--- src/rtl/ats_pkg.sv ---
package ats_pkg;
  localparam int unsigned CLK_HZ = 10_000_000;
  localparam int unsigned US_PER_S = 1_000_000;
  localparam int unsigned US_CYC = CLK_HZ / US_PER_S;
  localparam int unsigned READOUT_CYC = 64;

  localparam logic [7:0] OFS_CTRL = 8'h00;
  localparam logic [7:0] OFS_CMD = 8'h04;
  localparam logic [7:0] OFS_FRAME_TOTAL = 8'h08;
  localparam logic [7:0] OFS_BURST_LEN = 8'h0C;
  localparam logic [7:0] OFS_PACE_HZ = 8'h10;
  localparam logic [7:0] OFS_FIRE_WAIT = 8'h14;
  localparam logic [7:0] OFS_INTEG = 8'h18;
  localparam logic [7:0] OFS_LEVEL = 8'h1C;
  localparam logic [7:0] OFS_METER_SIZE = 8'h20;
  localparam logic [7:0] OFS_METER_POS = 8'h24;
  localparam logic [7:0] OFS_UNIT_KEY = 8'h28;
  localparam logic [7:0] OFS_TEAM_KEY = 8'h2C;
  localparam logic [7:0] OFS_TEAM_MASK = 8'h30;
  localparam logic [7:0] OFS_LINK_PARAM = 8'h34;
  localparam logic [7:0] OFS_STATUS = 8'h38;

  localparam int unsigned CMD_BEGIN_BIT = 0;
  localparam int unsigned CMD_END_BIT = 1;
  localparam int unsigned CMD_FIRE_BIT = 2;

  localparam logic [1:0] MODE_ONE_SHOT = 2'h0;
  localparam logic [1:0] MODE_COUNTED = 2'h1;
  localparam logic [1:0] MODE_CONTINUOUS = 2'h2;

  localparam logic [1:0] ORIGIN_LINE = 2'h0;
  localparam logic [1:0] ORIGIN_HOST = 2'h1;
  localparam logic [1:0] ORIGIN_ACTION = 2'h2;

  localparam logic [15:0] RST_FRAME_TOTAL = 16'h0001;
  localparam logic [15:0] RST_BURST_LEN = 16'h0001;
  localparam logic [23:0] RST_PACE_HZ = 24'h00001E;
  localparam logic [15:0] RST_FIRE_WAIT = 16'h0000;
  localparam logic [23:0] RST_INTEG = 24'h002710;
  localparam logic [7:0] RST_LEVEL = 8'h80;
  localparam logic [31:0] RST_LINK_PARAM = 32'h000005DC;

  typedef enum logic [1:0] {
    PH_IDLE = 2'b00,
    PH_EXPOSE = 2'b01,
    PH_READ = 2'b10
  } ats_phase_t;

  typedef struct packed {
    logic action_ignore_channel_state;
    logic meter_window_on;
    logic fire_overlap_policy;
    logic frame_pace_on;
    logic [1:0] fire_origin_select;
    logic triggered_operation_on;
    logic [1:0] capture_mode_select;
  } ats_ctrl_t;

  typedef struct packed {
    logic valid;
    logic [31:0] unit_key;
    logic [31:0] team_key;
    logic [31:0] team_mask;
  } ats_action_t;
endpackage : ats_pkg

--- src/rtl/ats_top.sv ---
// Contract
// - one-shot mode captures exactly one frame
// - one-shot ends itself after that frame
// - stop before a frame may end frameless
// - counted mode captures programmed frame total
// - link parameters locked while acquiring
// - continuous mode captures until stop command
// - stop mid-frame finishes the frame first
// - burst truncated to frames still remaining
// - burst length ignored in one-shot mode
// - counted mode caps burst by frames still remaining
// - frame pacing only when triggering off
// - pace rate writable and used only enabled
// - host fire acts only with host origin
// - triggers discarded unless armed indication true
// - accepted trigger waits programmed microsecond delay
// - overlap policy decides when trigger latches
// - integration time counted in microseconds
// - brightness target held as 8 bits
// - meter window on at 1, off at 0
// - meter window relative to user region
// - action checked by unit key, team key, mask
// - unconditional mode ignores closed control channel
`timescale 1ns/100ps
`default_nettype none
module ats_top #(
  parameter int unsigned READOUT = ats_pkg::READOUT_CYC
) (
  input wire logic mclk_in,
  input wire logic srst_in,
  input wire logic ce_in,
  input wire logic psel_in,
  input wire logic penable_in,
  input wire logic pwrite_in,
  input wire logic [7:0] paddr_in,
  input wire logic [31:0] pwdata_in,
  output logic [31:0] prdata_out,
  output logic pready_out,
  output logic pslverr_out,
  input wire logic line_fire_in,
  input wire logic channel_open_in,
  input wire ats_pkg::ats_action_t action_in,
  output logic acquiring_out,
  output logic exposing_out,
  output logic fire_accept_ready_out,
  output logic frame_done_out
);
  ats_pkg::ats_ctrl_t ctrl;
  logic [15:0] capture_frame_total;
  logic [15:0] burst_length;
  logic [23:0] frame_pace_hz;
  logic [15:0] fire_wait_us;
  logic [23:0] integration_time_us;
  logic [7:0] auto_level_target;
  logic [15:0] meter_width;
  logic [15:0] meter_height;
  logic [15:0] meter_x;
  logic [15:0] meter_y;
  logic [31:0] action_unit_key;
  logic [31:0] action_team_key;
  logic [31:0] action_team_mask;
  logic [31:0] link_param;

  logic running;
  logic stop_pend;
  ats_pkg::ats_phase_t phase;
  logic [31:0] phase_cnt;
  logic [15:0] frames_left;
  logic [15:0] burst_left;
  logic [15:0] frames_done;
  logic dly_act;
  logic [31:0] dly_cnt;
  logic pace_pend;
  logic [31:0] pace_acc;
  logic line_prev;

  logic apb_do;
  logic wr_do;
  logic wr_bad;
  logic [31:0] rd_val;
  logic rd_bad;
  logic cmd_begin;
  logic cmd_end;
  logic cmd_fire;
  logic limited;
  logic armed;
  logic fire_event;
  logic fire_take;
  logic action_ok;
  logic delay_done;
  logic [15:0] burst_base;
  logic [15:0] burst_eff;
  logic start_frame;
  logic frame_end;
  logic seq_end;
  logic pace_run;
  logic [32:0] pace_sum;
  logic pace_tick;

  // access completes on the edge where pready is seen high
  assign apb_do = psel_in && penable_in && pready_out;
  assign wr_do = apb_do && pwrite_in && !pslverr_out;
  assign cmd_begin = wr_do && paddr_in == ats_pkg::OFS_CMD && pwdata_in[ats_pkg::CMD_BEGIN_BIT];
  assign cmd_end = wr_do && paddr_in == ats_pkg::OFS_CMD && pwdata_in[ats_pkg::CMD_END_BIT];
  assign cmd_fire = wr_do && paddr_in == ats_pkg::OFS_CMD && pwdata_in[ats_pkg::CMD_FIRE_BIT];

  always_comb begin
    wr_bad = 1'b0;
    case (paddr_in)
      ats_pkg::OFS_CTRL, ats_pkg::OFS_CMD, ats_pkg::OFS_FRAME_TOTAL, ats_pkg::OFS_BURST_LEN,
      ats_pkg::OFS_FIRE_WAIT, ats_pkg::OFS_INTEG, ats_pkg::OFS_LEVEL, ats_pkg::OFS_METER_SIZE,
      ats_pkg::OFS_METER_POS, ats_pkg::OFS_UNIT_KEY, ats_pkg::OFS_TEAM_KEY,
      ats_pkg::OFS_TEAM_MASK: wr_bad = 1'b0;
      ats_pkg::OFS_PACE_HZ: wr_bad = !ctrl.frame_pace_on;
      ats_pkg::OFS_LINK_PARAM: wr_bad = running;
      default: wr_bad = 1'b1;
    endcase
  end

  always_comb begin
    rd_val = 32'h00000000;
    rd_bad = 1'b0;
    case (paddr_in)
      ats_pkg::OFS_CTRL: rd_val = {23'h000000, ctrl};
      ats_pkg::OFS_CMD: rd_val = 32'h00000000;
      ats_pkg::OFS_FRAME_TOTAL: rd_val = {16'h0000, capture_frame_total};
      ats_pkg::OFS_BURST_LEN: rd_val = {16'h0000, burst_length};
      ats_pkg::OFS_PACE_HZ: rd_val = {8'h00, frame_pace_hz};
      ats_pkg::OFS_FIRE_WAIT: rd_val = {16'h0000, fire_wait_us};
      ats_pkg::OFS_INTEG: rd_val = {8'h00, integration_time_us};
      ats_pkg::OFS_LEVEL: rd_val = {24'h000000, auto_level_target};
      ats_pkg::OFS_METER_SIZE: rd_val = {meter_height, meter_width};
      ats_pkg::OFS_METER_POS: rd_val = {meter_y, meter_x};
      ats_pkg::OFS_UNIT_KEY: rd_val = action_unit_key;
      ats_pkg::OFS_TEAM_KEY: rd_val = action_team_key;
      ats_pkg::OFS_TEAM_MASK: rd_val = action_team_mask;
      ats_pkg::OFS_LINK_PARAM: rd_val = link_param;
      ats_pkg::OFS_STATUS: rd_val = {frames_done, 12'h000, phase == ats_pkg::PH_READ,
                                     phase == ats_pkg::PH_EXPOSE, armed, running};
      default: rd_bad = 1'b1;
    endcase
  end

  always_ff @(posedge mclk_in) begin
    if (srst_in) begin
      pready_out <= 1'b0;
      pslverr_out <= 1'b0;
      prdata_out <= 32'h00000000;
    end else if (ce_in) begin
      // one wait state: pready rises in the second access cycle
      pready_out <= psel_in && penable_in && !pready_out;
      if (psel_in && penable_in && !pready_out) begin
        pslverr_out <= pwrite_in ? wr_bad : rd_bad;
        prdata_out <= pwrite_in ? 32'h00000000 : rd_val;
      end else begin
        pslverr_out <= 1'b0;
        prdata_out <= 32'h00000000;
      end
    end
  end

  always_ff @(posedge mclk_in) begin
    if (srst_in) begin
      ctrl <= '0;
      capture_frame_total <= ats_pkg::RST_FRAME_TOTAL;
      burst_length <= ats_pkg::RST_BURST_LEN;
      frame_pace_hz <= ats_pkg::RST_PACE_HZ;
      fire_wait_us <= ats_pkg::RST_FIRE_WAIT;
      integration_time_us <= ats_pkg::RST_INTEG;
      auto_level_target <= ats_pkg::RST_LEVEL;
      meter_width <= 16'h0000;
      meter_height <= 16'h0000;
      meter_x <= 16'h0000;
      meter_y <= 16'h0000;
      action_unit_key <= 32'h00000000;
      action_team_key <= 32'h00000000;
      action_team_mask <= 32'h00000000;
      link_param <= ats_pkg::RST_LINK_PARAM;
    end else if (ce_in && wr_do) begin
      case (paddr_in)
        ats_pkg::OFS_CTRL: ctrl <= pwdata_in[$bits(ats_pkg::ats_ctrl_t)-1:0];
        ats_pkg::OFS_FRAME_TOTAL: capture_frame_total <= pwdata_in[15:0];
        ats_pkg::OFS_BURST_LEN: burst_length <= pwdata_in[15:0];
        ats_pkg::OFS_PACE_HZ: frame_pace_hz <= pwdata_in[23:0];
        ats_pkg::OFS_FIRE_WAIT: fire_wait_us <= pwdata_in[15:0];
        ats_pkg::OFS_INTEG: integration_time_us <= pwdata_in[23:0];
        ats_pkg::OFS_LEVEL: auto_level_target <= pwdata_in[7:0];
        // offsets kept relative to user region
        ats_pkg::OFS_METER_SIZE: begin
          meter_width <= pwdata_in[15:0];
          meter_height <= pwdata_in[31:16];
        end
        ats_pkg::OFS_METER_POS: begin
          meter_x <= pwdata_in[15:0];
          meter_y <= pwdata_in[31:16];
        end
        ats_pkg::OFS_UNIT_KEY: action_unit_key <= pwdata_in;
        ats_pkg::OFS_TEAM_KEY: action_team_key <= pwdata_in;
        ats_pkg::OFS_TEAM_MASK: action_team_mask <= pwdata_in;
        ats_pkg::OFS_LINK_PARAM: link_param <= pwdata_in;
        default: link_param <= link_param;
      endcase
    end
  end

  assign limited = ctrl.capture_mode_select != ats_pkg::MODE_CONTINUOUS;

  assign action_ok = action_in.valid && action_in.unit_key == action_unit_key &&
                     action_in.team_key == action_team_key &&
                     (action_in.team_mask & action_team_mask) != 32'h00000000 &&
                     (channel_open_in || ctrl.action_ignore_channel_state);

  always_comb begin
    case (ctrl.fire_origin_select)
      ats_pkg::ORIGIN_LINE: fire_event = line_fire_in && !line_prev;
      ats_pkg::ORIGIN_HOST: fire_event = cmd_fire;
      ats_pkg::ORIGIN_ACTION: fire_event = action_ok;
      default: fire_event = 1'b0;
    endcase
  end

  // overlap lets a trigger latch during readout
  assign armed = running && !stop_pend && ctrl.triggered_operation_on && !dly_act &&
                 burst_left == 16'h0000 && (!limited || frames_left != 16'h0000) &&
                 (phase == ats_pkg::PH_IDLE ||
                  (ctrl.fire_overlap_policy && phase == ats_pkg::PH_READ));
  assign fire_take = fire_event && armed && fire_accept_ready_out;
  assign delay_done = dly_act && dly_cnt == 32'h00000000;

  always_comb begin
    burst_base = (burst_length == 16'h0000) ? 16'h0001 : burst_length;
    if (ctrl.capture_mode_select == ats_pkg::MODE_ONE_SHOT) begin
      burst_eff = 16'h0001;
    end else if (limited && frames_left < burst_base) begin
      burst_eff = frames_left;
    end else begin
      burst_eff = burst_base;
    end
  end

  assign pace_run = running && ctrl.frame_pace_on && !ctrl.triggered_operation_on;
  assign pace_sum = {1'b0, pace_acc} + {9'h000, frame_pace_hz};
  assign pace_tick = pace_run && pace_sum >= 33'(ats_pkg::CLK_HZ);

  assign start_frame = running && !stop_pend && phase == ats_pkg::PH_IDLE &&
                       (!limited || frames_left != 16'h0000) &&
                       (ctrl.triggered_operation_on ? burst_left != 16'h0000 :
                        (!ctrl.frame_pace_on || pace_pend));
  assign frame_end = phase == ats_pkg::PH_READ && phase_cnt == 32'h00000000;
  // stop pending or limited frame count used up, with no frame in flight
  assign seq_end = running && phase == ats_pkg::PH_IDLE &&
                   (stop_pend || (limited && frames_left == 16'h0000));

  always_ff @(posedge mclk_in) begin
    if (srst_in) begin
      line_prev <= 1'b0;
    end else if (ce_in) begin
      line_prev <= line_fire_in;
    end
  end

  always_ff @(posedge mclk_in) begin
    if (srst_in) begin
      running <= 1'b0;
      stop_pend <= 1'b0;
    end else if (ce_in) begin
      if (!running && cmd_begin) begin
        running <= 1'b1;
        stop_pend <= 1'b0;
      end else if (seq_end) begin
        running <= 1'b0;
        stop_pend <= 1'b0;
      end else if (running && cmd_end) begin
        stop_pend <= 1'b1;
      end
    end
  end

  always_ff @(posedge mclk_in) begin
    if (srst_in) begin
      frames_left <= 16'h0000;
    end else if (ce_in) begin
      if (!running && cmd_begin) begin
        frames_left <= (ctrl.capture_mode_select == ats_pkg::MODE_ONE_SHOT) ? 16'h0001 :
                       capture_frame_total;
      end else if (start_frame && limited) begin
        frames_left <= frames_left - 16'h0001;
      end
    end
  end

  always_ff @(posedge mclk_in) begin
    if (srst_in) begin
      dly_act <= 1'b0;
      dly_cnt <= 32'h00000000;
    end else if (ce_in) begin
      if (!running) begin
        dly_act <= 1'b0;
        dly_cnt <= 32'h00000000;
      end else if (fire_take) begin
        dly_act <= 1'b1;
        dly_cnt <= 32'(fire_wait_us * ats_pkg::US_CYC);
      end else if (delay_done) begin
        dly_act <= 1'b0;
      end else if (dly_act) begin
        dly_cnt <= dly_cnt - 32'h00000001;
      end
    end
  end

  always_ff @(posedge mclk_in) begin
    if (srst_in) begin
      burst_left <= 16'h0000;
    end else if (ce_in) begin
      if (!running || stop_pend) begin
        burst_left <= 16'h0000;
      end else if (delay_done) begin
        burst_left <= burst_eff;
      end else if (start_frame && burst_left != 16'h0000) begin
        burst_left <= burst_left - 16'h0001;
      end
    end
  end

  always_ff @(posedge mclk_in) begin
    if (srst_in) begin
      pace_acc <= 32'h00000000;
      pace_pend <= 1'b0;
    end else if (ce_in) begin
      if (!pace_run) begin
        pace_acc <= 32'h00000000;
        pace_pend <= 1'b0;
      end else begin
        pace_acc <= pace_tick ? 32'(pace_sum - 33'(ats_pkg::CLK_HZ)) : pace_sum[31:0];
        // a tick landing on a frame start is kept, not lost
        if (pace_tick) begin
          pace_pend <= 1'b1;
        end else if (start_frame) begin
          pace_pend <= 1'b0;
        end
      end
    end
  end

  always_ff @(posedge mclk_in) begin
    if (srst_in) begin
      phase <= ats_pkg::PH_IDLE;
      phase_cnt <= 32'h00000000;
      frames_done <= 16'h0000;
      frame_done_out <= 1'b0;
    end else if (ce_in) begin
      frame_done_out <= frame_end;
      if (!running && cmd_begin) begin
        frames_done <= 16'h0000;
      end else if (frame_end) begin
        frames_done <= frames_done + 16'h0001;
      end
      case (phase)
        ats_pkg::PH_IDLE: begin
          if (start_frame) begin
            phase <= ats_pkg::PH_EXPOSE;
            phase_cnt <= 32'(integration_time_us * ats_pkg::US_CYC);
          end
        end
        ats_pkg::PH_EXPOSE: begin
          if (phase_cnt == 32'h00000000) begin
            phase <= ats_pkg::PH_READ;
            phase_cnt <= 32'(READOUT);
          end else begin
            phase_cnt <= phase_cnt - 32'h00000001;
          end
        end
        ats_pkg::PH_READ: begin
          if (phase_cnt == 32'h00000000) begin
            phase <= ats_pkg::PH_IDLE;
          end else begin
            phase_cnt <= phase_cnt - 32'h00000001;
          end
        end
        default: phase <= ats_pkg::PH_IDLE;
      endcase
    end
  end

  always_ff @(posedge mclk_in) begin
    if (srst_in) begin
      acquiring_out <= 1'b0;
      exposing_out <= 1'b0;
      fire_accept_ready_out <= 1'b0;
    end else if (ce_in) begin
      acquiring_out <= running;
      exposing_out <= phase == ats_pkg::PH_EXPOSE;
      fire_accept_ready_out <= armed;
    end
  end
endmodule : ats_top
`default_nettype wire

--- config.mk ---
export PLATFORM = sky130hd
export DESIGN_NAME = ats_top
export DESIGN_NICKNAME = d
export VERILOG_FILES = /design/src/rtl/ats_pkg.sv /design/src/rtl/ats_top.sv
export SDC_FILE = /design/constraint.sdc
export NUM_CORES = 2
export LEC_CHECK = 0
export BUFFER_PORTS_ARGS = -buffer_cell sky130_fd_sc_hd__buf_4
export CAP_MARGIN = 20
export CORE_MARGIN = 8
export CORE_UTILIZATION = 57
export DETAILED_ROUTE_END_ITERATION = 8
export GPL_TIMING_DRIVEN = 0
export PLACE_DENSITY = 0.76
export REMOVE_ABC_BUFFERS = 1
export SLEW_MARGIN = 20
export SYNTH_ARGS = -nofsm -noshare
export SYNTH_HDL_FRONTEND = slang
export SYNTH_SLANG_ARGS = --single-unit
--- constraint.sdc ---
create_clock -name mclk_in -period 4.8 [get_ports mclk_in]
set_input_delay 0.48 -clock mclk_in [delete_from_list [all_inputs] [get_ports mclk_in]]
set_output_delay 0.48 -clock mclk_in [all_outputs]
set_load 0.01 [all_outputs]
==> flow_summary_export.csv <==
group,metric,value,unit
run_status,outcome,"completed",
pwr,power.total,0.008769,W
pwr,p_switching,0.002094,W
logic_synthesis,syn_avg_cell_area,7.625,um^2
global_routing,grt_pass1_wl,155100,um
logic_synthesis,ys_seq_area_frac,0.3584,
place,place_area,29830,um^2
clock_tree,h-tree-depth,2,
detailed_routing,wl_per_cell,23.35,um
clock_tree,cts_tree,"yes",
logic_synthesis,synth_top_cell_by_area,"dfxtp_1",
detailed_routing,postRouteAntennaNets,0,
global_routing,grt_pass1_vias,27257,
global_routing,grt_antenna_before_repair,3,
detailed_routing,drt-pass1-iter-count,7,
layout,final_cell_area,31730,um^2
detailed_routing,wl_met3,11070,um
timing,fin_skew,0.03380,ns
pwr,pwr-share-seq,0.469,
logic_synthesis,synth.distinct_cells,110,
timing,setup-tns-final,0,ns
logic_synthesis,synth_adder_area_share,0.05704,
pwr,internal_power,0.006674,W
logic_synthesis,yosys.area_share.simple,0.2360,
worst_setup_path,crit_required,5.35,ns
worst_setup_path,reg2reg_slack,0.21,ns
detailed_routing,top_layer,"met4",
pwr,p_clk_frac,0.479,
timing,hold_viol_final,0,
min_path,hold_depth,3,
worst_setup_path,reg2reg_from,"burst_left[0]",
detailed_routing,drc,0,
floorplanning,io_pins,183,
global_routing,grt_max_degree,130,
clock_tree,cts_buffers,53,
pwr,powerDensity,276.4,nW/um^2
floorplanning,dieHeight,236.0,um
place,dpl.cell_count,4242,
clock_tree,cts.clk_slew.worst_paths,0.06,ns
detailed_routing,viasPerCell,6.590,
logic_synthesis,yosys_warnings,0,
job,max-cap-violations,0,
timing,setup_viol,0,
timing,fin_crit,4.588,ns
detailed_routing,route.met2.wl,44500,um
logic_synthesis,async_reset_ff_frac,0,
place,hpwl,72580,um
logic_synthesis,synth_top_family_by_area,"simple AND/OR/NAND/NOR gates",
layout,final_cells,4345,
logic_synthesis,yosys_most_used_dff,"dfxtp_1",
logic_synthesis,synth_compound_area_frac,0.2332,
layout,fillCellCount,3962,
worst_setup_path,crit_type,"flop to flop",
logic_synthesis,synth.top_cells.by_count,"nand2_1 (811), dfxtp_1 (494), a21oi_1 (481)",
clock_tree,clock_latency,0.64,ns
worst_setup_path,crit_fanout,16,
timing,maxClockFrequency,217.9,MHz
min_path,hp-class,"input pin to flop",
timing,timing.final.crit_share,0.9559,
pwr,comb_power_share,0.052,
logic_synthesis,synth_mux_area_frac,0.02186,
floorplanning,fp.dieArea,55710,um^2
logic_synthesis,ys_ff_latch,494,
layout,layout.nets,3959,
floorplanning,fp.dieW,236.0,um
global_routing,track_usage,0.3454,
pwr,swShare,0.2389,
worst_setup_path,rr_endpoint,"dly_cnt[17]",
floorplanning,core_area,47750,um^2
detailed_routing,num_vias,28632,
timing,drv_slew,0,
logic_synthesis,synth_xor_xnor_area_share,0.04852,
worst_setup_path,endpoint_kind,"flop",
clock_tree,clock_path_buffers,3,
worst_setup_path,arrival,5.14,ns
detailed_routing,drt-met1-wl,39590,um
timing,worst_slew_pin_slew,1.219,ns
pwr,p_leak,11.68,nW
logic_synthesis,yosys.area.top_type_share,0.3584,
worst_setup_path,crit_path_start,"burst_left[0]",
worst_setup_path,reg2regPathDepth,13,
detailed_routing,drtIter0Drc,3621,
worst_setup_path,startpoint_type,"flop",
logic_synthesis,netlist_area,27590,um^2
logic_synthesis,yosysMostFrequentCell,"nand2_1",
place,io_buffers,182,
min_path,min_to,"action_team_key[28]",
min_path,worstHoldStart,"pwdata_in[28]",
logic_synthesis,ys_top_cells_by_area,"dfxtp_1 (36%), nand2_1 (11%), a21oi_1 (8.7%), ha_1 (5.5%), nor2_1 (3.3%)",
layout,drive_above_1_share,0.1154,
timing,relSlewSlack,0.1852,
floorplanning,fp-row-count,80,
global_routing,gr-total-overflow,0,
logic_synthesis,syn_inst,3619,
timing,worst_slack,0.2116,ns
place,preCtsSetupSlack,-0.1969,ns
clock_tree,cts_sinks,494,
detailed_routing,routed_wl,101400,um
logic_synthesis,synth_edf_count,0,
layout,syn_to_final_growth,14.98,%
place,gp_congestion,0.9982,
pwr,ir_worst_vdd,283.2,uV
floorplanning,start_util,0.5779,
clock_tree,root_buffer,"clkbuf_16",
cell type report:
type,instances,area [um^2],area share
diodes,3,7.507,0.0002366
clock inverters,19,250.2,0.007887
multi-input cells,2820,16750,0.5279
well taps,615,769.5,0.02425
clock buffers,73,1501,0.04732
flip-flops and latches,494,9891,0.3117
repair buffers,245,2272,0.07162
inverters,76,287.8,0.009070
cells in the final DEF (no fill, tap or decap), types with 13 or more instances in the layout:
cell       netlist  routed
a211oi_1        14      13
a21o_1          26      26
a21oi_1        481     481
a221oi_1        60      60
a22o_1          32      32
a22oi_1         62      62
a31oi_1         39      38
and3_1          19      19
buf_16           0      13
buf_4            2     200
buf_6            2      21
clkbuf_16        0      53
dfxtp_1        494     493
ha_1           121     121
inv_1           74      73
mux2i_1         58      58
nand2_1        811     807
nand3_1         58      56
nand3b_1        30      30
nand4_1         39      39
nor2_1         240     228
nor3_1          86      73
nor3_2           1      14
nor4_1          48      47
o21ai_0        143     141
or3_1           24      24
xnor2_1         91      91
xor2_1          60      59
critical path, stage by stage, from the launching register on:
cell	delay (ns)
dfxtp_1	0.34
inv_1	0.11
ha_1	0.25
or4b_1	0.55
nor4_4	0.46
and3b_2	0.31
nand2_1	0.09
nor4b_2	0.55
o2111ai_4	0.42
nand3_1	0.19
nand2_1	0.35
nor2_1	0.51
a22oi_1	0.17
o22ai_1	0.19
cells by family (layout without fill, tap and decap cells):
kind of cell	Yosys count	count (layout)
AND/OR/NAND/NOR	1452	1452
AO/OA/AOI/OAI	1031	1032
flip-flops	494	494
buffers and inverters	306	413
XOR/XNOR	152	152
adder cells (fa/ha/maj)	124	124
multiplexers	60	60
other	0	3
power by group through the flow:
stage | registers, W | logic [W] | clock network, W
after global routing | 0.00412 | 0.000470 | 0.00438
after CTS | 0.00412 | 0.000435 | 0.00421
after detailed placement | 0.00421 | 0.000432 | 0
final | 0.00412 | 0.000452 | 0.00420
after floorplan | 0.00420 | 0.000136 | 0
after global placement | 0.00421 | 0.000408 | 0
layer usage:
metal  up-vias  GRT usage
met5         -          0
met4         0     0.1878
met3       397    0.07951
met2      1727     0.5426
met1     13487     0.4361
li1      13021          -
through the flow:
step	hold WS [ns]	util
after floorplan	0.4210	-
after global placement	0.4408	0.6026
after detailed placement	0.4462	0.6249
after CTS	0.1005	0.6618
after global routing	0.1236	0.6645
final	0.1175	0.6645
flip-flops by register name (all words and copies together) (netlist names), 24 cells and up:
name	count
prdata_out	32
phase_cnt	32
pace_acc	32
action_unit_key	32
link_param	32
action_team_key	32
dly_cnt	32
action_team_mask	32
frame_pace_hz	24
integration_time_us	24
worst max path at each step:
| stage | end | slack (ns) | cells past startpoint |
|---|---|---|---|
| 2_1_floorplan | dly_cnt[29] | -0.69 | 13 |
| 3_3_place_gp | phase_cnt[21] | -2.98 | 10 |
| 3_5_place_dp | pace_acc[26] | -0.20 | 16 |
| 4_1_cts | pace_acc[26] | 0.007 | 16 |
| 5_1_grt | pace_acc[22] | -0.03 | 17 |
| 6_report | dly_cnt[17] | 0.21 | 13 |
repair_timing:
action                     in CTS  in global routing
cloned                          1                  0
hold buffers                    0                  0
gates resized for setup         1                  7
setup endpoints to repair      14                 25
buffers inserted                0                  6
pin swaps                       1                  1
No activity file was read; power rests on OpenSTA's default activity.
